[config.mk]
export PLATFORM = sky130hd
export DESIGN_NAME = mmsc_top
export DESIGN_NICKNAME = d
export VERILOG_FILES = /design/src/hdl/mmsc_pkg.sv /design/src/hdl/mmsc_top.sv
export SDC_FILE = /design/constraint.sdc
export NUM_CORES = 2
export LEC_CHECK = 0
export ABC_AREA = 1
export BUFFER_PORTS_ARGS = -buffer_cell sky130_fd_sc_hd__buf_2
export CORE_MARGIN = 2
export CORE_UTILIZATION = 66
export CTS_CLUSTER_DIAMETER = 100
export DETAILED_ROUTE_END_ITERATION = 6
export PLACE_DENSITY = 0.86
export SLEW_MARGIN = 40
export SYNTH_ARGS = -nofsm -noshare
export SYNTH_HDL_FRONTEND = slang
export SYNTH_SLANG_ARGS = --single-unit
[constraint.sdc]
create_clock -name CLK -period 40.2 [get_ports CLK]
set_input_delay 2.01 -clock CLK [delete_from_list [all_inputs] [get_ports CLK]]
set_output_delay 2.01 -clock CLK [all_outputs]
set_load 0.02 [all_outputs]
[src/hdl/mmsc_pkg.sv]
// Constants and types shared by the multi-motor staging controller
package mmsc_pkg;
   // Clock period of the control clock in nanoseconds
   localparam int unsigned CLK_PERIOD_NS = 8;
   // Base timing unit of every delay setting: 0.1 s, in nanoseconds
   localparam int unsigned TENTH_SEC_NS  = 100000000;
   // Clock cycles in one tenth of a second (exact at 125 MHz)
   localparam int unsigned TENTH_CYCLES  = TENTH_SEC_NS / CLK_PERIOD_NS;
   // Tenths per minute and minutes per hour for the elapsed-time display
   localparam logic [9:0]  TENTHS_PER_MIN = 10'h258;
   localparam logic [5:0]  MIN_PER_HOUR   = 6'h3c;
   // Relay count, field widths
   localparam int unsigned NUM_AUX  = 4;
   localparam int unsigned FREQ_W   = 16;
   localparam int unsigned FB_W     = 12;
   // Rotation modes
   localparam logic [1:0]  ROT_NONE = 2'h0;
   localparam logic [1:0]  ROT_AUX  = 2'h1;
   localparam logic [1:0]  ROT_ALL  = 2'h2;
   // Frequency source codes that allow regulator bypass
   localparam logic [2:0]  SRC_VOLTAGE = 3'h2;
   localparam logic [2:0]  SRC_CURRENT = 3'h3;
   localparam logic [2:0]  SRC_PULSE   = 3'h4;
   // Reset values
   localparam logic [2:0]  COUNT_RESET = 3'h0;
   localparam logic [1:0]  ORDER_RESET = 2'h0;
   // Staging states, one-hot
   typedef enum logic [3:0] {
      MMSC_IDLE  = 4'h1,
      MMSC_RUN   = 4'h2,
      MMSC_TRIP  = 4'h4,
      MMSC_SLEEP = 4'h8
   } mmsc_state_t;
endpackage

[src/hdl/mmsc_top.sv]
// Multi-motor staging controller: relay staging, sleep, bypass and displays
`timescale 1ns/1ps
`default_nettype none
module mmsc_top
   import mmsc_pkg::*;
#(
   parameter int unsigned TENTH_CYC = TENTH_CYCLES // Cycles per 0.1 s
)(
   input  wire logic              CLK,
   input  wire logic              RST,
   input  wire logic              CE,
   input  wire logic              RUN_CMD,
   input  wire logic              REGULATOR_MODE_SELECT,
   input  wire logic              EXPANSION_FITTED,
   input  wire logic [2:0]        AUX_COUNT,
   input  wire logic [1:0]        FIRST_AUX,
   input  wire logic [1:0]        ROTATION_MODE,
   input  wire logic              ROTATION_REQUEST,
   input  wire logic [3:0]        INTERLOCK_INPUT,
   input  wire logic [15:0]       REGULATOR_OUTPUT,
   input  wire logic [15:0]       OUTPUT_FREQ,
   input  wire logic [11:0]       REFERENCE,
   input  wire logic [11:0]       FEEDBACK,
   input  wire logic [63:0]       AUX_ON_FREQUENCY,
   input  wire logic [63:0]       AUX_OFF_FREQUENCY,
   input  wire logic [11:0]       PRESSURE_DIFFERENCE_THRESHOLD,
   input  wire logic [15:0]       AUX_ON_DELAY,
   input  wire logic [15:0]       AUX_OFF_DELAY,
   input  wire logic [15:0]       STAGING_RAMP_UP_TIME,
   input  wire logic [15:0]       STAGING_RAMP_DOWN_TIME,
   input  wire logic [15:0]       SLEEP_FREQUENCY,
   input  wire logic [15:0]       SLEEP_DELAY,
   input  wire logic [11:0]       WAKE_LEVEL,
   input  wire logic              REGULATOR_BYPASS,
   input  wire logic [2:0]        FREQUENCY_SOURCE_SELECT,
   input  wire logic [15:0]       START_FREQ,
   input  wire logic [15:0]       MAX_FREQ,
   output logic [3:0]             AUX_RELAY,
   output logic [2:0]             RUNNING_AUX_COUNT,
   output logic [7:0]             ROTATION_ELAPSED_HOURS,
   output logic [5:0]             ROTATION_ELAPSED_MINUTES,
   output logic [15:0]            MAIN_FREQ_CMD,
   output logic                   MAIN_RUN,
   output logic                   SLEEPING,
   output logic                   REGULATOR_ENABLE,
   output logic                   VF_MODE_FORCED
);
   // Registers
   mmsc_state_t   state_r, state_nxt;   // Staging state
   logic [31:0]   tick_cnt_r;           // Divider for the 0.1 s tick
   logic [2:0]    stage_r;              // Relays requested in staging order
   logic [15:0]   on_tmr_r;             // Start-delay timer, tenths
   logic [15:0]   off_tmr_r;            // Stop-delay timer, tenths
   logic [15:0]   sleep_tmr_r;          // Sleep-delay timer, tenths
   logic [1:0]    rot_ofs_r;            // Rotation offset of the order
   logic [3:0]    relay_r;              // Registered relay drive
   logic [2:0]    count_r;              // Running relay count
   logic [3:0]    intlk_r;              // Last interlock sample
   logic [9:0]    tenth_r;              // Tenths inside current minute
   logic [5:0]    min_r;                // Elapsed minutes
   logic [7:0]    hour_r;               // Elapsed hours
   logic [15:0]   freq_r;               // Ramped main frequency command
   logic [39:0]   ramp_acc_r;           // Ramp rate accumulator
   logic          ramping_r;            // Ramp window after a stage change

   // Tenth-second tick, frozen with the clock enable
   wire tick = (tick_cnt_r == TENTH_CYC - 1);

   // Bypass is honoured only for analog or pulse frequency sources
   wire src_ok = (FREQUENCY_SOURCE_SELECT == SRC_VOLTAGE) |
                 (FREQUENCY_SOURCE_SELECT == SRC_CURRENT) |
                 (FREQUENCY_SOURCE_SELECT == SRC_PULSE);
   wire bypass = REGULATOR_BYPASS & src_ok;
   wire staging_en = REGULATOR_MODE_SELECT & RUN_CMD;

   // Relay budget: base strip has one relay, expansion unlocks all four
   wire [2:0] hw_max  = EXPANSION_FITTED ? 3'h4 : 3'h1;
   wire [2:0] cfg_max = (AUX_COUNT > hw_max) ? hw_max : AUX_COUNT;
   // Healthy relays, limited to the ones present on the fitted relay strip
   logic [3:0] avail;
   logic [2:0] avail_cnt;
   logic [2:0] rank [NUM_AUX];
   logic [1:0] start_idx;
   assign start_idx = FIRST_AUX + rot_ofs_r;

   // Per relay: present on the fitted strip, healthy and its rank in the staging order
   genvar gi;
   generate
      for (gi = 0; gi < NUM_AUX; gi++) begin : g_relay
         wire [1:0] pos = 2'(gi) - start_idx;
         assign avail[gi] = INTERLOCK_INPUT[gi] & (3'(gi) < hw_max);
         // Healthy relays placed earlier in the order
         always_comb begin
            rank[gi] = 3'h0;
            for (int j = 0; j < NUM_AUX; j++) begin
               if (avail[j] && (2'(j - int'(start_idx)) < pos)) begin
                  rank[gi] = rank[gi] + 3'h1;
               end
            end
         end
      end
   endgenerate
   assign avail_cnt = 3'(avail[0]) + 3'(avail[1]) + 3'(avail[2]) + 3'(avail[3]);
   wire [2:0] stage_max = (avail_cnt < cfg_max) ? avail_cnt : cfg_max;

   // Relay pattern: the first stage_r healthy relays in order
   logic [3:0] relay_want;
   always_comb begin
      for (int i = 0; i < NUM_AUX; i++) begin
         relay_want[i] = avail[i] & (rank[i] < stage_r);
      end
   end
   // Relays drop on the very edge the state leaves run, so a trip never keeps one closed
   wire [3:0] relay_nxt = (state_r == MMSC_RUN && state_nxt == MMSC_RUN) ? relay_want : 4'h0;
   wire [2:0] count_nxt = 3'(relay_nxt[0]) + 3'(relay_nxt[1]) +
                          3'(relay_nxt[2]) + 3'(relay_nxt[3]);

   // Thresholds of the next relay to start and the last one to stop
   wire [1:0]  on_sel   = stage_r[1:0];
   wire [1:0]  off_sel  = 2'(stage_r - 3'h1);
   wire [15:0] on_freq  = AUX_ON_FREQUENCY[16*on_sel +: 16];
   wire [15:0] off_freq = AUX_OFF_FREQUENCY[16*off_sel +: 16];
   wire signed [12:0] pr_diff = $signed({1'b0, REFERENCE}) - $signed({1'b0, FEEDBACK});
   wire signed [12:0] pr_thr  = $signed({1'b0, PRESSURE_DIFFERENCE_THRESHOLD});

   // Bypass level control: feedback split into attached count plus one regions
   wire [14:0] scaled  = 15'(FEEDBACK) * 15'(cfg_max + 3'h1);
   wire [2:0]  region  = scaled[14:12];
   wire [11:0] frac    = scaled[11:0];
   wire [15:0] span    = MAX_FREQ - START_FREQ;
   wire [27:0] span_fr = 28'(span) * 28'(frac);
   wire [15:0] bp_freq = START_FREQ + span_fr[27:12];
   wire [2:0]  bp_stage = (region > stage_max) ? stage_max : region;

   // Staging conditions under regulator control
   wire up_cond = (stage_r < stage_max) & (OUTPUT_FREQ > on_freq) &
                  (pr_diff > pr_thr);
   wire dn_cond = (stage_r != 3'h0) & (OUTPUT_FREQ < off_freq) &
                  (pr_diff < pr_thr);
   wire up_go = up_cond & (on_tmr_r >= AUX_ON_DELAY);
   wire dn_go = dn_cond & (off_tmr_r >= AUX_OFF_DELAY);

   // Interlock falling edge on any requested relay stops everything
   wire intlk_fall = |(intlk_r & ~INTERLOCK_INPUT);
   // Sleep needs a non-zero delay; zero disables it
   wire sleep_go = (SLEEP_DELAY != 16'h0) & (OUTPUT_FREQ < SLEEP_FREQUENCY) &
                   (sleep_tmr_r >= SLEEP_DELAY);
   wire wake_go  = FEEDBACK < WAKE_LEVEL;

   // Next state
   always_comb begin
      state_nxt = state_r;
      case (state_r)
         MMSC_IDLE: begin
            if (staging_en) state_nxt = MMSC_RUN;
         end
         MMSC_RUN: begin
            if (!staging_en) state_nxt = MMSC_IDLE;
            else if (intlk_fall) state_nxt = MMSC_TRIP;
            else if (sleep_go) state_nxt = MMSC_SLEEP;
         end
         MMSC_TRIP: begin
            // One cycle with every motor off, then restart with healthy ones
            state_nxt = staging_en ? MMSC_RUN : MMSC_IDLE;
         end
         MMSC_SLEEP: begin
            if (!staging_en) state_nxt = MMSC_IDLE;
            else if (wake_go) state_nxt = MMSC_RUN;
         end
         default: state_nxt = MMSC_IDLE;
      endcase
   end

   // Next stage count
   logic [2:0] stage_nxt;
   always_comb begin
      stage_nxt = stage_r;
      if (state_r != MMSC_RUN || state_nxt != MMSC_RUN) begin
         stage_nxt = 3'h0;
      end else if (bypass) begin
         stage_nxt = bp_stage;
      end else if (up_go) begin
         stage_nxt = stage_r + 3'h1;
      end else if (dn_go) begin
         stage_nxt = stage_r - 3'h1;
      end else if (stage_r > stage_max) begin
         stage_nxt = stage_max;
      end
   end

   // Frequency target and ramp step
   wire [15:0] target    = (state_r != MMSC_RUN) ? 16'h0 :
                           bypass ? bp_freq : REGULATOR_OUTPUT;
   wire        going_up  = target > freq_r;
   wire [15:0] ramp_time = going_up ? STAGING_RAMP_UP_TIME : STAGING_RAMP_DOWN_TIME;
   wire [39:0] ramp_lim  = 40'(ramp_time) * 40'(TENTH_CYC);
   wire        ramp_step = ramp_acc_r >= ramp_lim;

   // Tick divider
   always_ff @(posedge CLK) begin
      if (RST) tick_cnt_r <= 32'h0;
      else if (CE) tick_cnt_r <= tick ? 32'h0 : tick_cnt_r + 32'h1;
   end

   // State, stage, relays and count
   always_ff @(posedge CLK) begin
      if (RST) begin
         state_r <= MMSC_IDLE;
         stage_r <= COUNT_RESET;
         relay_r <= 4'h0;
         count_r <= COUNT_RESET;
         intlk_r <= 4'h0;
      end else if (CE) begin
         state_r <= state_nxt;
         stage_r <= stage_nxt;
         relay_r <= relay_nxt;
         count_r <= count_nxt;
         intlk_r <= INTERLOCK_INPUT & relay_want;
      end
   end

   // Delay timers count tenths while their condition holds
   always_ff @(posedge CLK) begin
      if (RST) begin
         on_tmr_r    <= 16'h0;
         off_tmr_r   <= 16'h0;
         sleep_tmr_r <= 16'h0;
      end else if (CE) begin
         if (!up_cond || up_go || state_r != MMSC_RUN) on_tmr_r <= 16'h0;
         else if (tick && on_tmr_r != 16'hffff) on_tmr_r <= on_tmr_r + 16'h1;
         if (!dn_cond || dn_go || state_r != MMSC_RUN) off_tmr_r <= 16'h0;
         else if (tick && off_tmr_r != 16'hffff) off_tmr_r <= off_tmr_r + 16'h1;
         if (OUTPUT_FREQ >= SLEEP_FREQUENCY || state_r != MMSC_RUN) sleep_tmr_r <= 16'h0;
         else if (tick && sleep_tmr_r != 16'hffff) sleep_tmr_r <= sleep_tmr_r + 16'h1;
      end
   end

   // Rotation offset and elapsed-time display
   wire rotate = ROTATION_REQUEST & (ROTATION_MODE == ROT_AUX || ROTATION_MODE == ROT_ALL);
   always_ff @(posedge CLK) begin
      if (RST) begin
         rot_ofs_r <= ORDER_RESET;
         tenth_r   <= 10'h0;
         min_r     <= 6'h0;
         hour_r    <= 8'h0;
      end else if (CE) begin
         if (rotate) begin
            rot_ofs_r <= rot_ofs_r + 2'h1;
            tenth_r   <= 10'h0;
            min_r     <= 6'h0;
            hour_r    <= 8'h0;
         end else if (ROTATION_MODE == ROT_NONE) begin
            rot_ofs_r <= ORDER_RESET;
         end
         if (!rotate && tick && state_r == MMSC_RUN) begin
            if (tenth_r == TENTHS_PER_MIN - 10'h1) begin
               tenth_r <= 10'h0;
               if (min_r == MIN_PER_HOUR - 6'h1) begin
                  min_r  <= 6'h0;
                  hour_r <= hour_r + 8'h1;
               end else begin
                  min_r <= min_r + 6'h1;
               end
            end else begin
               tenth_r <= tenth_r + 10'h1;
            end
         end
      end
   end

   // Main motor ramp: one 0.01 Hz step each time the accumulator fills
   always_ff @(posedge CLK) begin
      if (RST) begin
         freq_r     <= 16'h0;
         ramp_acc_r <= 40'h0;
         ramping_r  <= 1'b0;
      end else if (CE) begin
         if (count_nxt != count_r) begin
            ramping_r  <= 1'b1;
            ramp_acc_r <= 40'h0;
         end else if (!ramping_r || freq_r == target || ramp_time == 16'h0) begin
            // Outside a ramp window the command follows the target
            ramping_r  <= 1'b0;
            freq_r     <= target;
            ramp_acc_r <= 40'h0;
         end else if (ramp_step) begin
            freq_r     <= going_up ? freq_r + 16'h1 : freq_r - 16'h1;
            ramp_acc_r <= 40'h0;
         end else begin
            ramp_acc_r <= ramp_acc_r + 40'(MAX_FREQ);
         end
      end
   end

   // Outputs
   assign AUX_RELAY                = relay_r;
   assign RUNNING_AUX_COUNT        = count_r;
   assign ROTATION_ELAPSED_HOURS   = hour_r;
   assign ROTATION_ELAPSED_MINUTES = min_r;
   assign MAIN_FREQ_CMD            = freq_r;
   assign MAIN_RUN                 = (state_r == MMSC_RUN);
   assign SLEEPING                 = (state_r == MMSC_SLEEP);
   assign REGULATOR_ENABLE         = REGULATOR_MODE_SELECT & ~bypass;
   assign VF_MODE_FORCED           = bypass;
endmodule
`default_nettype wire

=== Yosys cells after proc, flatten, opt, wreduce, memory -nomap -nowiden ===
Cells that the tools add are included.

* Equality and inequality tests: 20
* Shift-type cells: 2
* Bitwise logic cells: 27
* Multiply operators: 3
* Magnitude comparators: 41
* Reduce and logical (&&, ||, !) cells: 56
* Multiplexer cells: 65
* $add $sub $neg: 44

{| class="wikitable"
|+ Operator list
! operator !! count
|-
| $mux 16 || 12
|-
| $shiftx 64x7->16 || 2
|-
| $mux 40 || 3
|-
| $add 16x1->16 const B || 4
|-
| $ge 16x16->1 || 4
|-
| $mux 3 || 21
|-
| $ne 16x16->1 const B || 3
|-
| $add 40x16->40 || 1
|-
| $ge 40x40->1 || 1
|-
| $add 3x1->3 const B || 13
|-
| $mul 16x19->35 const B || 1
|-
| $add 32x1->32 const B || 1
|-
| $eq 32x24->1 const B || 1
|-
| $gt 16x16->1 || 2
|-
| $lt 16x16->1 || 2
|-
| $lt 2x2->1 || 16
|-
| $mux 32 || 1
|-
| $mux 8 || 4
|-
| $mux 10 || 3
|-
| $mul 16x12->28 || 1
|-
| $mux 4 || 7
|-
| $mux 6 || 4
|-
| $logic_and 1x1->1 || 22
|-
| $and 1x1->1 || 20
|-
| other kinds (55) || 109
|}

* Register bits: 181
* Output and inout bits: 41

=== Longest topological paths before layout ===
* Depth in word-level cells: 20
* Gate-level depth with buffers: 115

=== Worst setup path after synthesis ===
Ideal clock, no wire load.

* Path kind: input port to flip-flop
* From: input EXPANSION_FITTED
* To: register freq_r[0], in the netlist MAIN_FREQ_CMD[0]
* Arrival time: 20.293 ns
* Slack: 19.791 ns
* Stages on the path: 95
* Data required time: 40.084 ns
* Path through: inv_1 -> ha_1 -> nand2_1 -> nand2_1 -> nand2_1 -> nand2_1 -> nand2_2 -> inv_2 -> ha_1 -> clkbuf_1 -> nand2_1 -> fa_1 -> inv_1 -> fa_1 -> inv_1 -> fa_1 -> o21ai_0 -> nand2_1 -> [59 not listed] -> a21boi_0 -> o21ai_1 -> a21oi_1 -> o21bai_1 -> a21oi_1 -> xor2_1 -> ha_1 -> nand3_1 -> nor4_1 -> inv_1 -> or3_1 -> inv_1 -> nor2_1 -> nand3_4 -> nand2_8 -> buf_4 -> a21oi_1 -> nor2_1

* Cells in the longest elaborated chain, start to end: 20
* Elaborated cells on any way between the ends: 88
* Classes of those cells: 17 x add/sub; 3 x mul; 11 x order compare; 2 x eq/ne; 25 x mux; 9 x bitwise; 21 x reduce/logical

{| class="wikitable"
|+ Ends and longest elaborated chain
! element !! RTL line !! source
|-
| start: declaration || mmsc_top.sv:14 || <nowiki>input wire logic EXPANSION_FITTED,</nowiki>
|-
| $mux 3 * || mmsc_top.sv:77 || <nowiki>wire [2:0] hw_max = EXPANSION_FITTED ? 3'h4 : 3'h1;</nowiki>
|-
| branches (longest 19 deep; another with $ge 40x40->1) || - ||
|-
| end signal: assignment || mmsc_top.sv:284 || <nowiki>freq_r <= target;</nowiki>
|-
| end signal: assignment || mmsc_top.sv:287 || <nowiki>freq_r <= going_up ? freq_r + 16'h1 : freq_r - 16'h1;</nowiki>
|-
| end: declaration || mmsc_top.sv:62 || <nowiki>logic [15:0] freq_r;</nowiki>
|}

Mark *: on every way between the ends. The select of a mux whose other input is x is not followed.
A chain may end at the register's enable or synchronous reset.

=== Final worst setup path ===
* From: input EXPANSION_FITTED
* To: register ramp_acc_r[28]

* Cells in the longest elaborated chain, start to end: 19
* Elaborated cells on any way between the ends: 85
* Classes of those cells: 17 x add/sub; 3 x mul; 11 x order compare; 2 x eq/ne; 25 x mux; 8 x bitwise; 19 x reduce/logical

{| class="wikitable"
|+ Ends and longest elaborated chain
! element !! RTL line !! source
|-
| $mux 3 * || mmsc_top.sv:77 ||
|-
| branches (longest 17 deep; another with $ge 40x40->1) || - ||
|-
| $mux 40 * || mmsc_top.sv:278 || <nowiki>if (count_nxt != count_r) begin</nowiki>
|-
| end signal: assignment || mmsc_top.sv:290 || <nowiki>ramp_acc_r <= ramp_acc_r + 40'(MAX_FREQ);</nowiki>
|-
| end: declaration || mmsc_top.sv:63 || <nowiki>logic [39:0] ramp_acc_r;</nowiki>
|}

Mark *: on every way between the ends.

==> impl_metrics.ini <==
[floorplanning]
die_x_um = 224
die-area_um2 = 50200
fp.dieH_um = 224
row_count = 80
num_io_pins = 399
core_area_um2 = 47700
initial_utilization_pct = 67.0

[yosys]
synth_edf_count = 0
netlist_area_um2 = 32000
synth.distinct_cells = 63
syn_avg_cell_area_um2 = 6.94
yosys_warnings = 0
ys.flop_type = dfxtp_1
ys_seq_area_share_pct = 11.3
synth_async_sr_flop_share_pct = 0
synthCells = 4606
syn_nets = 5726
ys_ff_latch = 181

[clock_network]
cts_buffers = 17
cts_buffer_depth = 2
ctsHoldBuffers = 0
htreeDepth = 4
cts_resized = 0
clock_latency_ps = 470
numClockSinks = 181
root_buffer = clkbuf_16
cts_setup_buffers = 0
clk_pin_slew_ps = 80
cts_tree = done

[placed_design]
dp_hpwl_mm = 76.7
portBuffers = 398
dp_cells = 5552
gp_congestion = 1.01
place_area_um2 = 34500

[routing]
vias_per_cell = 5.66
wire_per_inst_um = 16.5
drt-initial-drc-count = 2810
antenna_left = 0
vias = 31662
drt_first_pass_iters = 7
drc = 1
wirelength_mm = 92.1

[timing]
fmax_mhz = 42.9
rsz0062_at_grt = false
period_needed_ps = 23340
worstMarginPinSlew_ps = 848
slew_viol_final = 0
final.period_utilization_pct = 58.1
maxSlewHeadroom_pct = 43.4
setup_viol = 0
fin_worst_skew_ps = 18.8
fin_tns_setup_ps = 0
hold_viol_final = 0

[hold_path]
hp-class = register to register
worstHoldStart = tick_cnt_r[13]

[worst_setup_path]
critPathLaunchType = input pin
cpMaxStageDelayCell = o21ai_0
cp_common_cell = inv_1
slowest_delay_ps = 720
worstPathArrival_ps = 23730
worstSetupEndpointType = register
crit_fanout = 40
crit_path_start = EXPANSION_FITTED
worstReg2RegStart = state_r[0]
cp.required_ps = 40590
critPathKind = input pin to register

[run]
drv_cap = 0

[layout]
drive_above_1_share_pct = 10.4
stdcell_area_um2 = 35100
n_fill_cell = 3982
finalNonFillerCells = 5590
final_cell_mix = nand2_1, inv_1, ha_1
area_delta_synth_final_pct = 9.90
layout_commonest_cell = nand2_1
nNetsFinal = 6077

[global_routing]
grt_pass1_vias = 30322
gr-usage-all-layers_pct = 37.0
grt_antenna_before_repair = 5
gr-total-overflow = 0
grt_pass1_wl_mm = 150
grt_max_degree = 74

[run_status]
violations = design-rule violations
status = finished with violations
[state kept, by name, summed over array words and instances, names as in the netlist]
signal / count
ROTATION_ELAPSED_MINUTES: 6
on_tmr_r: 16
off_tmr_r: 16
sleep_tmr_r: 16
ROTATION_ELAPSED_HOURS: 8
ramping_r: 1
MAIN_FREQ_CMD: 16
intlk_r: 4
tick_cnt_r: 32
stage_r: 3
rot_ofs_r: 2
AUX_RELAY: 4
RUNNING_AUX_COUNT: 3
state_r: 4
tenth_r: 10
ramp_acc_r: 40
[area by class of cell]
| cell class | instances | area [um2] | share of cell area (%) |
|---|---|---|---|
| tap | 615 | 769 | 2.19 |
| clock buffer | 17 | 425 | 1.21 |
| multi-input combinational | 3425 | 24500 | 69.9 |
| antenna | 5 | 12.5 | 0.0356 |
| sequential | 181 | 3620 | 10.3 |
| inverter | 919 | 3460 | 9.86 |
| timing repair buffer | 413 | 2120 | 6.03 |
| clock inverter | 15 | 178 | 0.506 |
[final timing paths]
path / end / depth (start not counted) / slack [ps]
worst max-delay path: ramp_acc_r[28] / 102 / 16860
worst max register to register: ramp_acc_r[28] / 56 / 27940
worst min register to register: tick_cnt_r[13] / 2 / 470
worst min-delay path: tick_cnt_r[13] / 2 / 470
[metrics by stage]
stage                     hold WS, ps  utilization, %  setup slack, ps
after CTS                         468            73.5            17150
after global placement            450            72.2            17450
after floorplan                   434               -            19790
after detailed placement          458            72.3            16760
final                             465            73.6            16860
after global routing              481            73.6            15270
[cells in the mapped netlist, types with 24 or more instances]
cell type  instances  share of area [%]
o21ai_0          183                2.9
nor4_1            24               0.47
inv_1            898                 11
nand4_1           41               0.80
nand2_1          979                 11
nor3_1            68                1.1
clkbuf_1          64               0.75
xor2_1           101                2.8
a32o_1            30               0.94
or2_2             31               0.61
a21oi_1          406                6.4
ha_1             495                 19
xnor2_1           53                1.5
nor2_1           375                4.4
dfxtp_1          181                 11
fa_1             267                 17
nand3_1          186                2.9
[layer usage]
metal	GRT usage [%]	vias to the layer above	part of all wire (%)
li1	-	15484	-
met1	46.7	14434	40
met2	59.7	1471	45
met3	7.56	273	9.5
met4	19.4	0	5.6
met5	0	-	0
[worst max-delay path: cells and delay by family]
family                     cells  cell delay [ps]
AOI/OAI and AO/OA             22             4560
buffers and inverters         21             2140
xor gates and xnor gates       4              860
adders and majority gates     21             8090
and+or+nand+nor               34             5990
[kinds of logic (layout without fill, tap and decap cells)]
group,count (synthesis),in the layout,share of synthesized area (%)
and+or+nand+nor,1752,1752,23.0
buffers and inverters,1000,1364,11.9
adders and majority gates,762,762,36.1
AOI/OAI and AO/OA,757,757,13.4
DFF,181,181,11.3
xor gates and xnor gates,154,154,4.22
other,0,5,0
Power is not shown: default switching activity piles up to over one toggle a cycle in this logic, so the estimate is an artifact.
